$ cat src/inc/hpss_consts.svh
`ifndef HPSS_CONSTS_SVH
`define HPSS_CONSTS_SVH
`define HPSS_CLK_HZ        100000000
`define HPSS_SLEEP_US      1000
`define HPSS_AWAKE_US      50
`define HPSS_SEL_LOW       2'h0
`define HPSS_SEL_MID       2'h1
`define HPSS_SEL_HIGH      2'h2
`define HPSS_OUT_ACTIVE    1'h0
`define HPSS_OUT_INACTIVE  1'h1
`endif

$ cat src/inc/hpss_pkg.sv
package hpss_pkg;
  typedef enum logic [1:0] {
    HPSS_SLEEP = 2'h0,
    HPSS_AWAKE = 2'h1,
    HPSS_LATCH = 2'h3
  } hpss_phase_e;
  typedef enum logic [1:0] {
    HPSS_OMNI  = 2'h0,
    HPSS_SOUTH = 2'h1,
    HPSS_NORTH = 2'h2
  } hpss_pole_e;
endpackage

$ cat src/verilog/hpss_switch.sv
`timescale 1ns/1ps
`include "hpss_consts.svh"
// Duty-cycled magnetic switch, active-low output variant
module hpss_switch #(
  parameter int SLEEP_CYCLES = (`HPSS_SLEEP_US * (`HPSS_CLK_HZ / 1000000)),
  parameter int AWAKE_CYCLES = (`HPSS_AWAKE_US * (`HPSS_CLK_HZ / 1000000))
) (
  input  wire logic       SYS_CLK_I,
  input  wire logic       SYS_RST_I,
  input  wire logic [1:0] POLE_SELECT_LEVEL_I,
  input  wire logic       SOUTH_OPERATE_I,
  input  wire logic       SOUTH_RELEASE_I,
  input  wire logic       NORTH_OPERATE_I,
  input  wire logic       NORTH_RELEASE_I,
  output logic            SWITCH_OUTPUT_LEVEL_O,
  output logic            AWAKE_O
);
  localparam int CW = 32;

  typedef struct packed {
    hpss_pkg::hpss_phase_e phase;
    logic [CW-1:0]         cnt;
    logic [1:0]            sel_smp;
    logic                  sel_ok;
    hpss_pkg::hpss_pole_e  pole;
    logic                  det;
    logic                  out;
    logic                  awake;
  } hpss_state_s;

  hpss_state_s st_reg;
  hpss_state_s st_next;
  logic [1:0]  sel_s;
  logic [3:0]  fld_s;
  logic        s_op;
  logic        s_rl;
  logic        n_op;
  logic        n_rl;
  logic        hit;
  logic        clr;

  // Pins and comparator results are asynchronous to the timebase
  hpss_sync #(.W(2)) u_sel_sync (
    .clk_i (SYS_CLK_I),
    .rst_i (SYS_RST_I),
    .d_i   (POLE_SELECT_LEVEL_I),
    .q_o   (sel_s)
  );
  hpss_sync #(.W(4)) u_fld_sync (
    .clk_i (SYS_CLK_I),
    .rst_i (SYS_RST_I),
    .d_i   ({SOUTH_OPERATE_I, SOUTH_RELEASE_I,
             NORTH_OPERATE_I, NORTH_RELEASE_I}),
    .q_o   (fld_s)
  );
  assign s_op = fld_s[3];
  assign s_rl = fld_s[2];
  assign n_op = fld_s[1];
  assign n_rl = fld_s[0];

  // Operate and release per pole, filtered by the applied pole
  always_comb begin
    hit = 1'b0;
    clr = 1'b1;
    case (st_reg.pole)
      hpss_pkg::HPSS_SOUTH: begin
        hit = s_op;
        clr = s_rl;
      end
      hpss_pkg::HPSS_NORTH: begin
        hit = n_op;
        clr = n_rl;
      end
      default: begin
        hit = s_op | n_op;
        clr = s_rl & n_rl;
      end
    endcase
  end

  // Timebase, sampling and output decision
  always_comb begin
    st_next = st_reg;
    case (st_reg.phase)
      hpss_pkg::HPSS_SLEEP: begin
        st_next.awake = 1'b0;
        if (st_reg.cnt >= CW'(SLEEP_CYCLES - 1)) begin
          st_next.phase   = hpss_pkg::HPSS_AWAKE;
          st_next.cnt     = '0;
          st_next.awake   = 1'b1;
          st_next.sel_smp = sel_s;
          st_next.sel_ok  = 1'b1;
          st_next.det     = st_reg.det;
        end else begin
          st_next.cnt = st_reg.cnt + CW'(1);
        end
      end
      hpss_pkg::HPSS_AWAKE: begin
        // A select that moves mid-window keeps the old pole
        if (sel_s != st_reg.sel_smp) begin
          st_next.sel_ok = 1'b0;
        end
        // Hold inside the hysteresis band
        if (hit) begin
          st_next.det = 1'b1;
        end else if (clr) begin
          st_next.det = 1'b0;
        end
        if (st_reg.cnt >= CW'(AWAKE_CYCLES - 1)) begin
          st_next.phase = hpss_pkg::HPSS_LATCH;
        end else begin
          st_next.cnt = st_reg.cnt + CW'(1);
        end
      end
      hpss_pkg::HPSS_LATCH: begin
        st_next.phase = hpss_pkg::HPSS_SLEEP;
        st_next.cnt   = '0;
        st_next.awake = 1'b0;
        st_next.out   = st_reg.det ? `HPSS_OUT_ACTIVE
                                   : `HPSS_OUT_INACTIVE;
        if (st_reg.sel_ok) begin
          case (st_reg.sel_smp)
            `HPSS_SEL_LOW:  st_next.pole = hpss_pkg::HPSS_SOUTH;
            `HPSS_SEL_HIGH: st_next.pole = hpss_pkg::HPSS_NORTH;
            default:        st_next.pole = hpss_pkg::HPSS_OMNI;
          endcase
        end
      end
      default: begin
        st_next.phase = hpss_pkg::HPSS_SLEEP;
        st_next.cnt   = '0;
      end
    endcase
  end

  // State register; reset gives inactive output, omnipolar
  always_ff @(posedge SYS_CLK_I or posedge SYS_RST_I) begin
    if (SYS_RST_I) begin
      st_reg.phase   <= hpss_pkg::HPSS_SLEEP;
      st_reg.cnt     <= '0;
      st_reg.sel_smp <= `HPSS_SEL_MID;
      st_reg.sel_ok  <= 1'b0;
      st_reg.pole    <= hpss_pkg::HPSS_OMNI;
      st_reg.det     <= 1'b0;
      st_reg.out     <= `HPSS_OUT_INACTIVE;
      st_reg.awake   <= 1'b0;
    end else begin
      st_reg <= st_next;
    end
  end

  assign SWITCH_OUTPUT_LEVEL_O = st_reg.out;
  assign AWAKE_O               = st_reg.awake;
endmodule

$ cat src/verilog/hpss_sync.sv
`timescale 1ns/1ps
// Two-flop synchroniser for pin inputs
module hpss_sync #(
  parameter int W = 1
) (
  input  wire logic         clk_i,
  input  wire logic         rst_i,
  input  wire logic [W-1:0] d_i,
  output logic      [W-1:0] q_o
);
  logic [W-1:0] meta_reg;
  // First stage feeds only the second
  always_ff @(posedge clk_i or posedge rst_i) begin
    if (rst_i) begin
      meta_reg <= '0;
      q_o      <= '0;
    end else begin
      meta_reg <= d_i;
      q_o      <= meta_reg;
    end
  end
endmodule
$ cat config.mk
export PLATFORM = sky130hd
export DESIGN_NAME = hpss_switch
export DESIGN_NICKNAME = d
export VERILOG_FILES = /design/src/inc/hpss_pkg.sv /design/src/verilog/hpss_switch.sv /design/src/verilog/hpss_sync.sv
export VERILOG_INCLUDE_DIRS = /design/src /design/src/inc
export SDC_FILE = /design/constraint.sdc
export NUM_CORES = 1
export LEC_CHECK = 0
export BUFFER_PORTS_ARGS = -buffer_cell sky130_fd_sc_hd__buf_2
export CORE_MARGIN = 2
export CORE_UTILIZATION = 45
export DETAILED_ROUTE_END_ITERATION = 8
export PLACE_DENSITY = 0.63
export SLEW_MARGIN = 20
export SYNTH_ARGS = -nofsm -noshare
export SYNTH_HDL_FRONTEND = slang
export SYNTH_SLANG_ARGS = --single-unit
$ cat constraint.sdc
create_clock -name SYS_CLK_I -period 2.9 [get_ports SYS_CLK_I]
set_input_delay 0.29 -clock SYS_CLK_I [delete_from_list [all_inputs] [get_ports SYS_CLK_I]]
set_output_delay 0.29 -clock SYS_CLK_I [all_outputs]
set_load 0.02 [all_outputs]
==> results_dict.tcl, run 1 <==
set metrics [dict create \
    yosysMostFrequentCell "dfrtp_1" \
    setup_tns_ns 0 \
    drt_wl_total_um 4624 \
    ant_nets 0 \
    fin_area_um2 2745 \
    yosysTopAreaCell "dfrtp_1" \
    worst_pin_slew_ns 0.8867 \
    yosys.cell_types.count 48 \
    fillers 537 \
    setup_viol 0 \
    cts_made_buffers 5 \
    grt_pass1_vias 1735 \
    end_kind "flip-flop" \
    synth_area_um2 2540 \
    clk_latency_ns 0.31 \
    finClkSkew_ns 0.01225 \
    avgRoutedWirePerCell_um 14.01 \
    async_reset_ff_share_pct 100.0 \
    min_path_type "in -> reg" \
    gp_congestion 0.8283 \
    internal_power_uw 940.7 \
    drc 0 \
    nets 271 \
    maxCapViolations 0 \
    cts_resized 0 \
    rsz0062_at_grt "no" \
    antenna_found_initial 0 \
    swShare_pct 22.71 \
    synth_top_area_share_pct 51.23 \
    ff_latch_area_um2 1354 \
    cts.hold.buffers_added 0 \
    grt_pass1_wl_um 7969 \
    criticalPathCategory "reg -> reg" \
    grt_usage_pct 16.30 \
    p_leak_uw 0.001157 \
    ioPinCount 10 \
    period_share_pct 81.76 \
    cts_tree "yes" \
    clkTransAtPathRegs_ns 0.10 \
    drive_gt1_share_pct 13.57 \
    cts_num_sinks 54 \
    core-area_um2 5473 \
    routed_via_density 5.521 \
    port_buffers 9 \
    cts-root-buf "clkbuf_8" \
    p_sw_uw 276.4 \
    cts_buffer_depth 2 \
    yosysWarnings 0 \
    overflow 0 \
    ys_seq_elements 54 \
    ir_drop_v 0.0002702 \
    slew_viol_final 0 \
    worst_path_max_delay_cell "nor2_1" \
    drtPass1Iterations 4 \
    synthFlopType "dfrtp_1" \
    path_max_fanout 11 \
    crit_path_frequent_cell "nor2_1" \
    synth-edff-count 0 \
    crit_family "simple AND/OR/NAND/NOR gates" \
    fmax_mhz 421.7 \
    die_y_um 79.13 \
    synth_area_per_cell_um2 10.41 \
    max_slew_margin_pct 40.82 \
    max_stage_delay_ns 0.59 \
    ys_seq_area_share_pct 53.30 \
    critical_path_arrival_ns 2.58 \
    combinationalPowerShare_pct 1.7 \
    largest_reg_flops 40 \
    dr.first_iter.drc_count 99 \
    hold_viol 0 \
    synth_common_cells "52 x dfrtp_1, 17 x a21oi_1, 17 x nand2_1" \
    power_frac_seq_pct 62.8 \
    dp_hpwl_um 3226 \
    cts_setup_buffers 0 \
    synthCells 244 \
    pwr-share-clk_pct 35.5 \
    pwr_density_cell_nw_per_um2 443.4 \
    area_growth_pct 8.079 \
    fin_crit_ns 2.371 \
    yosys-top-cells-area "dfrtp_1 51%, a21oi_1 3.3%, ha_1 3.0%" \
    multi_input_area_um2 1097 \
    rows 27 \
    grt_max_degree 55 \
    die_w_um 79.13 \
    cp.required_ns 3.10 \
    placed_cell_area_um2 2650 \
    vias 1822 \
    cp-start-kind "flip-flop" \
    die-area_um2 6262 \
    diodes 0 \
    initial_core_util_pct 46.41 \
    path_cells "ha_1 > and3_1 > a311oi_1 > o2111a_1 > nor2_1 > buf_4 > nor2_1" \
    status "finished, final reports clean" \
    cp.buffers_inverters 1 \
    h-tree-depth 2 \
    syn-num-nets 258 \
]
## final cells by class
type / count / share of cell area, %
Sequential cell: 54 / 49.32
Multi-Input combinational cell: 173 / 39.97
Tap cell: 72 / 3.282
Clock buffer: 5 / 2.507
Timing Repair Buffer: 12 / 2.461
Inverter: 11 / 1.550
Clock inverter: 3 / 0.9116
## kinds of logic after synthesis
logic type,share of synthesized area (%)
xor+xnor,1.380
compound gates,15.42
buf+inv,3.497
flops,53.30
mux,1.281
simple gates,22.17
fa+ha+maj,2.956
## final timing paths
path | startpoint | end | slack, ns | depth (start not counted)
setup / recovery | st_reg[8] | st_reg[27] | 0.53 | 7
hold / removal | SOUTH_RELEASE_I | u_fld_sync.meta_reg[2] | 0.07 | 1
setup reg to reg | st_reg[8] | st_reg[27] | 0.53 | 7
hold reg to reg | u_sel_sync.meta_reg[0] | u_sel_sync.q_o[0] | 0.35 | 0
max in group asynchronous | SYS_RST_I | st_reg[21] | 2.25 | 2
min in group asynchronous | SYS_RST_I | st_reg[26] | 0.13 | 2
## power by group through the flow
stage / registers (uW) / logic, uW / clock network (uW)
5_1_grt: 765 / 25.6 / 477
4_1_cts: 764 / 22.5 / 452
3_5_place_dp: 779 / 22.4 / 0
3_3_place_gp: 779 / 22.2 / 0
6_report: 764 / 20.7 / 433
2_1_floorplan: 778 / 13.3 / 0
## layout by cell type, fill, tap and decap left out, types with 2 or more instances in the layout
cell type   n
a21o_1      2
a21oi_1    17
a31oi_1     3
and2_1      9
and3_1      5
and4_1      2
buf_2       9
buf_4       3
clkbuf_8    5
dfrtp_1    52
dfstp_2     2
ha_1        6
inv_1      10
mux2_2      2
nand2_1    17
nand3_1    13
nand4_1     5
nor2_1     16
nor3_1      7
nor4_1      4
nor4_2      4
o21a_1      5
o21ai_0    11
o21ai_1     6
o31ai_1     5
or3_1       9
or4_1       4
xnor2_1     2
xor2_1      2
## per-stage QoR
step	power (uW)	cells	hold WS, ns	utilization [%]	setup WS [ns]
floorplan	791.2	244	0.3214	-	0.8719
global placement	800.9	322	0.3315	48.42	0.5804
detailed placement	801.0	322	0.3355	48.42	0.4899
CTS	1238	330	0.06109	50.14	0.4838
global route	1268	330	0.05496	50.16	0.2800
finish	1217	330	0.07320	50.16	0.5288
## per-layer routing
layer / wire (um) / vias to the layer above / track usage, %
li1: - / 910 / -
met1: 2283 / 880 / 22.49
met2: 2147 / 25 / 25.59
met3: 123 / 7 / 3.409
met4: 70 / 0 / 5.690
met5: 0 / - / 0
(Power assumes the default switching activity.)
==> inputs of run 2 (changes only) <==
ABC_AREA = 1   (was not set)
PLACE_DENSITY = 0.65   (was 0.63)
clock period = 2.1 ns   (was 2.9 ns; I/O delays follow)
==> run 2 against run 1 <==
Net effect:
- register-to-register slack got worse by 0.28 ns
- clock power increased by 67%
- first-iteration DRC count decreased by 7.1%
- die area increased by 7.2%
- largest power group unchanged
- core utilization increased by 0.86 points
- via count increased by 4.4%
- largest cell class unchanged
==> results_dict.tcl, run 2 <==
set metrics [dict create \
    cp.required_ns 2.35 \
    clk_latency_ns 0.31 \
    grt_max_degree 55 \
    ys_seq_elements 54 \
    setup_tns_ns 0 \
    synth_top_area_share_pct 47.60 \
    period_share_pct 88.20 \
    die-area_um2 6715 \
    ant_nets 0 \
    clkTransAtPathRegs_ns 0.11 \
    rows 28 \
    crit_family "simple AND/OR/NAND/NOR gates" \
    async_reset_ff_share_pct 100.0 \
    cp.buffers_inverters 1 \
    initial_core_util_pct 46.45 \
    dr.first_iter.drc_count 92 \
    slew_viol_final 0 \
    path_max_fanout 37 \
    synth_area_per_cell_um2 8.543 \
    grt_usage_pct 15.65 \
    pwr-share-clk_pct 39.8 \
    cp-start-kind "flip-flop" \
    pwr_density_cell_nw_per_um2 604.6 \
    gp_congestion 0.8478 \
    finClkSkew_ns 0.01183 \
    fmax_mhz 539.9 \
    avgRoutedWirePerCell_um 10.87 \
    syn-num-nets 334 \
    fin_crit_ns 1.852 \
    path_cells "ha_1 > nand2_2 > nand3_1 > nand2_1 > inv_1 > nand2_2 > nand2_4 > nand2_8 > nand2_1 > nand2_1 > nand2_1 > nor2_1" \
    status "finished, final reports clean" \
    drt_wl_total_um 4513 \
    drc 0 \
    yosys.cell_types.count 33 \
    die_y_um 81.95 \
    h-tree-depth 2 \
    diodes 0 \
    ys_seq_area_share_pct 49.52 \
    routed_via_density 4.586 \
    grt_pass1_vias 1866 \
    yosysTopAreaCell "dfrtp_1" \
    drtPass1Iterations 4 \
    maxCapViolations 0 \
    critical_path_arrival_ns 2.10 \
    cts-root-buf "clkbuf_8" \
    antenna_found_initial 0 \
    ir_drop_v 0.0004247 \
    nets 353 \
    max_slew_margin_pct 56.15 \
    yosys-top-cells-area "dfrtp_1 48%, nand2_1 10%, inv_1 7.3%" \
    port_buffers 9 \
    final_common_cell "nand2_1" \
    vias 1903 \
    crit_path_frequent_cell "nand2_1" \
    grt_pass1_wl_um 8066 \
    max_stage_delay_ns 0.42 \
    synthCells 320 \
    yosysMostFrequentCell "nand2_1" \
    end_kind "flip-flop" \
    worst_path_max_delay_cell "dfrtp_1" \
    cts_made_buffers 5 \
    worst_pin_slew_ns 0.6578 \
    cts_num_sinks 54 \
    cts_buffer_depth 2 \
    synth_area_um2 2734 \
    yosysWarnings 0 \
    overflow 0 \
    p_sw_uw 388.1 \
    min_path_type "in -> async" \
    rsz0062_at_grt "no" \
    p_leak_uw 0.001550 \
    ioPinCount 10 \
    layout_common_cells "76 x nand2_1, 52 x dfrtp_1, 52 x inv_1" \
    combinationalPowerShare_pct 2.1 \
    stdcell_count 415 \
    dp_cells 401 \
    synth-edff-count 0 \
    drive_gt1_share_pct 15.88 \
    setup_viol 0 \
    synthFlopType "dfrtp_1" \
    dp_hpwl_um 3103 \
    power_frac_seq_pct 58.1 \
    synth_common_cells "76 x nand2_1, 53 x inv_1, 52 x dfrtp_1" \
    criticalPathCategory "reg -> reg" \
    r2r-start "st_reg[8]" \
    swShare_pct 21.38 \
    crit_path_start "st_reg[8]" \
    internal_power_uw 1427 \
    core-area_um2 5886 \
    hold_viol 0 \
    area_growth_pct 9.840 \
    largest_reg_flops 40 \
    cts_tree "yes" \
    cts_setup_buffers 0 \
    die_w_um 81.95 \
]
==> run 2: changes by cell type after synthesis, moves of 11 or more <==
cell     delta
inv_1      +42
nand2_1    +59
nor2_1     +26
a21oi_1    -11
nor2_4     +12
==> run 2: power by group through the flow <==
stage / clock, uW / sequential [uW] / combinational (uW)
floorplan: 0 / 1070 / 17.9
global placement: 0 / 1080 / 31.4
detailed placement: 0 / 1080 / 32.5
CTS: 752 / 1060 / 40.9
global route: 785 / 1060 / 45.7
finish: 722 / 1060 / 38.6
==> run 2: logic make-up (layout without fill, tap and decap cells) <==
family	Yosys count	after routing	share of synthesized area [%]
AOI/OAI and AO/OA	21	21	4.394
xor gates and xnor gates	1	1	0.3204
adders and majority gates	6	6	2.746
buffers and inverters	62	82	10.07
DFF	54	54	49.52
and+or+nand+nor	176	176	32.95
==> run 2: timing repair <==
action                    in CTS  in global routing
hold buffers                   6                  0
hold endpoints to repair       6                  0
gates resized for setup        0                  0
==> run 2: final timing paths <==
kind | to | depth (start not counted) | slack, ns
worst max-delay path | st_reg[22] | 12 | 0.25
worst min-delay path | u_fld_sync.meta_reg[3] | 3 | 0.05
worst max register to register | st_reg[22] | 12 | 0.25
worst min register to register | u_sel_sync.q_o[0] | 0 | 0.35
max in group asynchronous | st_reg[12] | 3 | 1.60
min in group SYS_CLK_I | u_sel_sync.q_o[0] | 0 | 0.35
==> run 2: routing by layer <==
metal / wire (um) / share of wire [%] / vias up / GRT usage [%]
met1: 2184 / 48 / 858 / 20.58
met2: 2133 / 47 / 21 / 25.45
met4: 61 / 1.4 / 0 / 5.167
li1: - / - / 1018 / -
met3: 133 / 2.9 / 6 / 3.736
met5: 0 / 0 / - / 0
==> run 2: tightest hold or removal path, cell delays in order <==
cell and delay (ns):
buf_2 0.10, inv_2 0.03, buf_4 0.52
==> run 2: layout make-up <==
type,instances,area [um2]
Clock inverter,3,47.55
Fill cell,571,2883
Multi-Input combinational cell,204,1105
Sequential cell,54,1354
Inverter,57,214.0
Timing Repair Buffer,17,120.1
Tap cell,75,93.84
Clock buffer,5,68.82
==> run 2: per-stage QoR <==
stage / total power [uW] / setup WS (ns) / utilization [%] / area [um2] / hold slack (ns)
floorplan: 1092 / 0.5058 / - / 2734 / 0.2414
global placement: 1107 / 0.3158 / 48.02 / 2826 / 0.3174
detailed placement: 1108 / 0.2651 / 48.02 / 2826 / 0.3193
CTS: 1848 / 0.2478 / 51.02 / 3003 / 0.08452
global route: 1888 / 0.04220 / 51.02 / 3003 / 0.1154
finish: 1815 / 0.2477 / 51.02 / 3003 / 0.05451
==> inputs of run 3 (changes only) <==
PLACE_DENSITY = 0.63   (was 0.65)
clock period = 2 ns   (was 2.1 ns; I/O delays follow)
==> run 3 against run 2 <==
Net effect:
- wire length is 0.53% higher
- clock power is 11% lower
- global-route usage is 0.72 points lower
- register-to-register slack worse by 0.04 ns
- first-iteration DRC count is 42% lower
- power is 1.1% lower
- die area stayed put
- via count is 2.2% higher
- maximum frequency is 3.1% higher
- worst setup slack worse by 0.044 ns
- core utilization is 0.19 points higher
==> results_dict.tcl, run 3 (synthesis gave the netlist of run 2 again) <==
set metrics [dict create \
    max_slew_margin_pct 74.92 \
    min-delay-start "u_fld_sync.meta_reg[1]" \
    fillers 600 \
    whs_path_depth 0 \
    p_sw_uw 412.7 \
    avgRoutedWirePerCell_um 10.88 \
    period_share_pct 89.83 \
    cts_buffer_depth 2 \
    finClkSkew_ns 0.01268 \
    area_growth_pct 10.25 \
    combinationalPowerShare_pct 2.5 \
    swShare_pct 22.99 \
    fmax_mhz 556.6 \
    fin_crit_ns 1.797 \
    ioPinCount 10 \
    cts_setup_buffers 0 \
    pwr-share-clk_pct 35.8 \
    initial_core_util_pct 46.45 \
    r2r_slack_ns 0.20 \
    hold_end "u_fld_sync.q_o[1]" \
    maxCapViolations 0 \
    cts_num_sinks 54 \
    routed_via_density 4.664 \
    cts.hold.buffers_added 7 \
    min_path_type "reg -> reg" \
    placed_cell_area_um2 2846 \
    ff_latch_area_um2 1354 \
    largest_reg_flops 40 \
    die_y_um 81.95 \
    drive_gt1_share_pct 16.08 \
    fin_area_um2 3014 \
    internal_power_uw 1383 \
    multi_input_area_um2 1105 \
    path_max_fanout 33 \
    cp.required_ns 2.21 \
    antenna_found_initial 0 \
    vias 1945 \
    ant_nets 0 \
    diodes 0 \
    cts_made_buffers 5 \
    clk_latency_ns 0.31 \
    r2r-start "st_reg[8]" \
    dr.first_iter.drc_count 53 \
    core-area_um2 5886 \
    p_leak_uw 0.001554 \
    port_buffers 9 \
    end_kind "flip-flop" \
    critical_path_arrival_ns 2.01 \
    grt_pass1_vias 1819 \
    setup_tns_ns 0 \
    pwr_density_cell_nw_per_um2 595.7 \
    die_w_um 81.95 \
    gp_congestion 0.7768 \
    clkTransAtPathRegs_ns 0.11 \
    rr_endpoint "st_reg[37]" \
    rsz0062_at_grt "no" \
    grt_max_degree 39 \
    grt_pass1_wl_um 7810 \
    drtPass1Iterations 4 \
    reg2regPathDepth 10 \
    dp_hpwl_um 3255 \
    cts_resized 0 \
    grt_usage_pct 14.93 \
    setup_viol 0 \
    nets 355 \
    ir_drop_v 0.0004474 \
    layout_common_cells "76 x nand2_1, 52 x dfrtp_1, 52 x inv_1" \
    criticalPathCategory "reg -> reg" \
    die-area_um2 6715 \
    hold_viol 0 \
    cts-root-buf "clkbuf_8" \
    worst_pin_slew_ns 0.3757 \
    cp-start-kind "flip-flop" \
    status "finished, final reports clean" \
    cts_tree "yes" \
    power_frac_seq_pct 61.7 \
    h-tree-depth 2 \
    utilization_pct 51.21 \
    rows 28 \
    drt_wl_total_um 4537 \
    slew_viol_final 0 \
    final_common_cell "nand2_1" \
    overflow 0 \
    drc 0 \
]
-- run 3: area by class of cell --
type | count | area share, %
sequential | 54 | 44.91
multi-input combinational | 204 | 36.65
inverter | 57 | 7.098
timing repair buffer | 19 | 4.981
tap | 75 | 3.113
clock buffer | 5 | 2.283
clock inverter | 3 | 0.9548
-- run 3: critical path, stage by stage, from the launching register on --
cell and delay (ns):
dfrtp_1 0.42, ha_1 0.26, nand2_2 0.11, nand3_1 0.08, nand2_1 0.06, inv_1 0.04
nand2_2 0.07, nand2_4 0.11, nand2_8 0.24, buf_4 0.25, nor2_4 0.03
-- run 3: worst max path at each step --
stage	to	cells after the start	start	slack (ns)
finish	st_reg[37]	10	st_reg[8]	0.20
floorplan	st_reg[32]	11	st_reg[8]	0.41
global placement	st_reg[22]	12	st_reg[8]	0.24
CTS	st_reg[22]	12	st_reg[8]	0.20
detailed placement	st_reg[33]	10	st_reg[8]	0.21
global route	st_reg[22]	12	st_reg[8]	0.02
-- run 3: layer usage --
layer  up-vias  track usage, %  part of all wire, %
met5         -               0                    0
met4         0           4.000                 0.55
met3         2           3.297                  2.6
met2        17           24.72                   47
met1       903           19.78                   50
li1       1023               -                    -
-- run 3: stage by stage --
step / power (uW) / std cells / hold WS (ns) / worst slack, ns
after floorplan: 1147 / 320 / 0.2314 / 0.4058
after global placement: 1165 / 402 / 0.2036 / 0.2432
after detailed placement: 1166 / 402 / 0.2061 / 0.2104
after CTS: 1820 / 417 / 0.3598 / 0.1961
after global routing: 1870 / 417 / 0.3651 / 0.01519
final: 1796 / 417 / 0.3576 / 0.2034
-- run 3: power groups by stage --
stage	Clock (uW)	Sequential, uW	Combinational, uW
2_1_floorplan	0	1130	18.7
3_3_place_gp	0	1130	36.3
3_5_place_dp	0	1130	36.9
4_1_cts	664	1110	47.4
5_1_grt	707	1110	53.7
6_report	643	1110	45.0
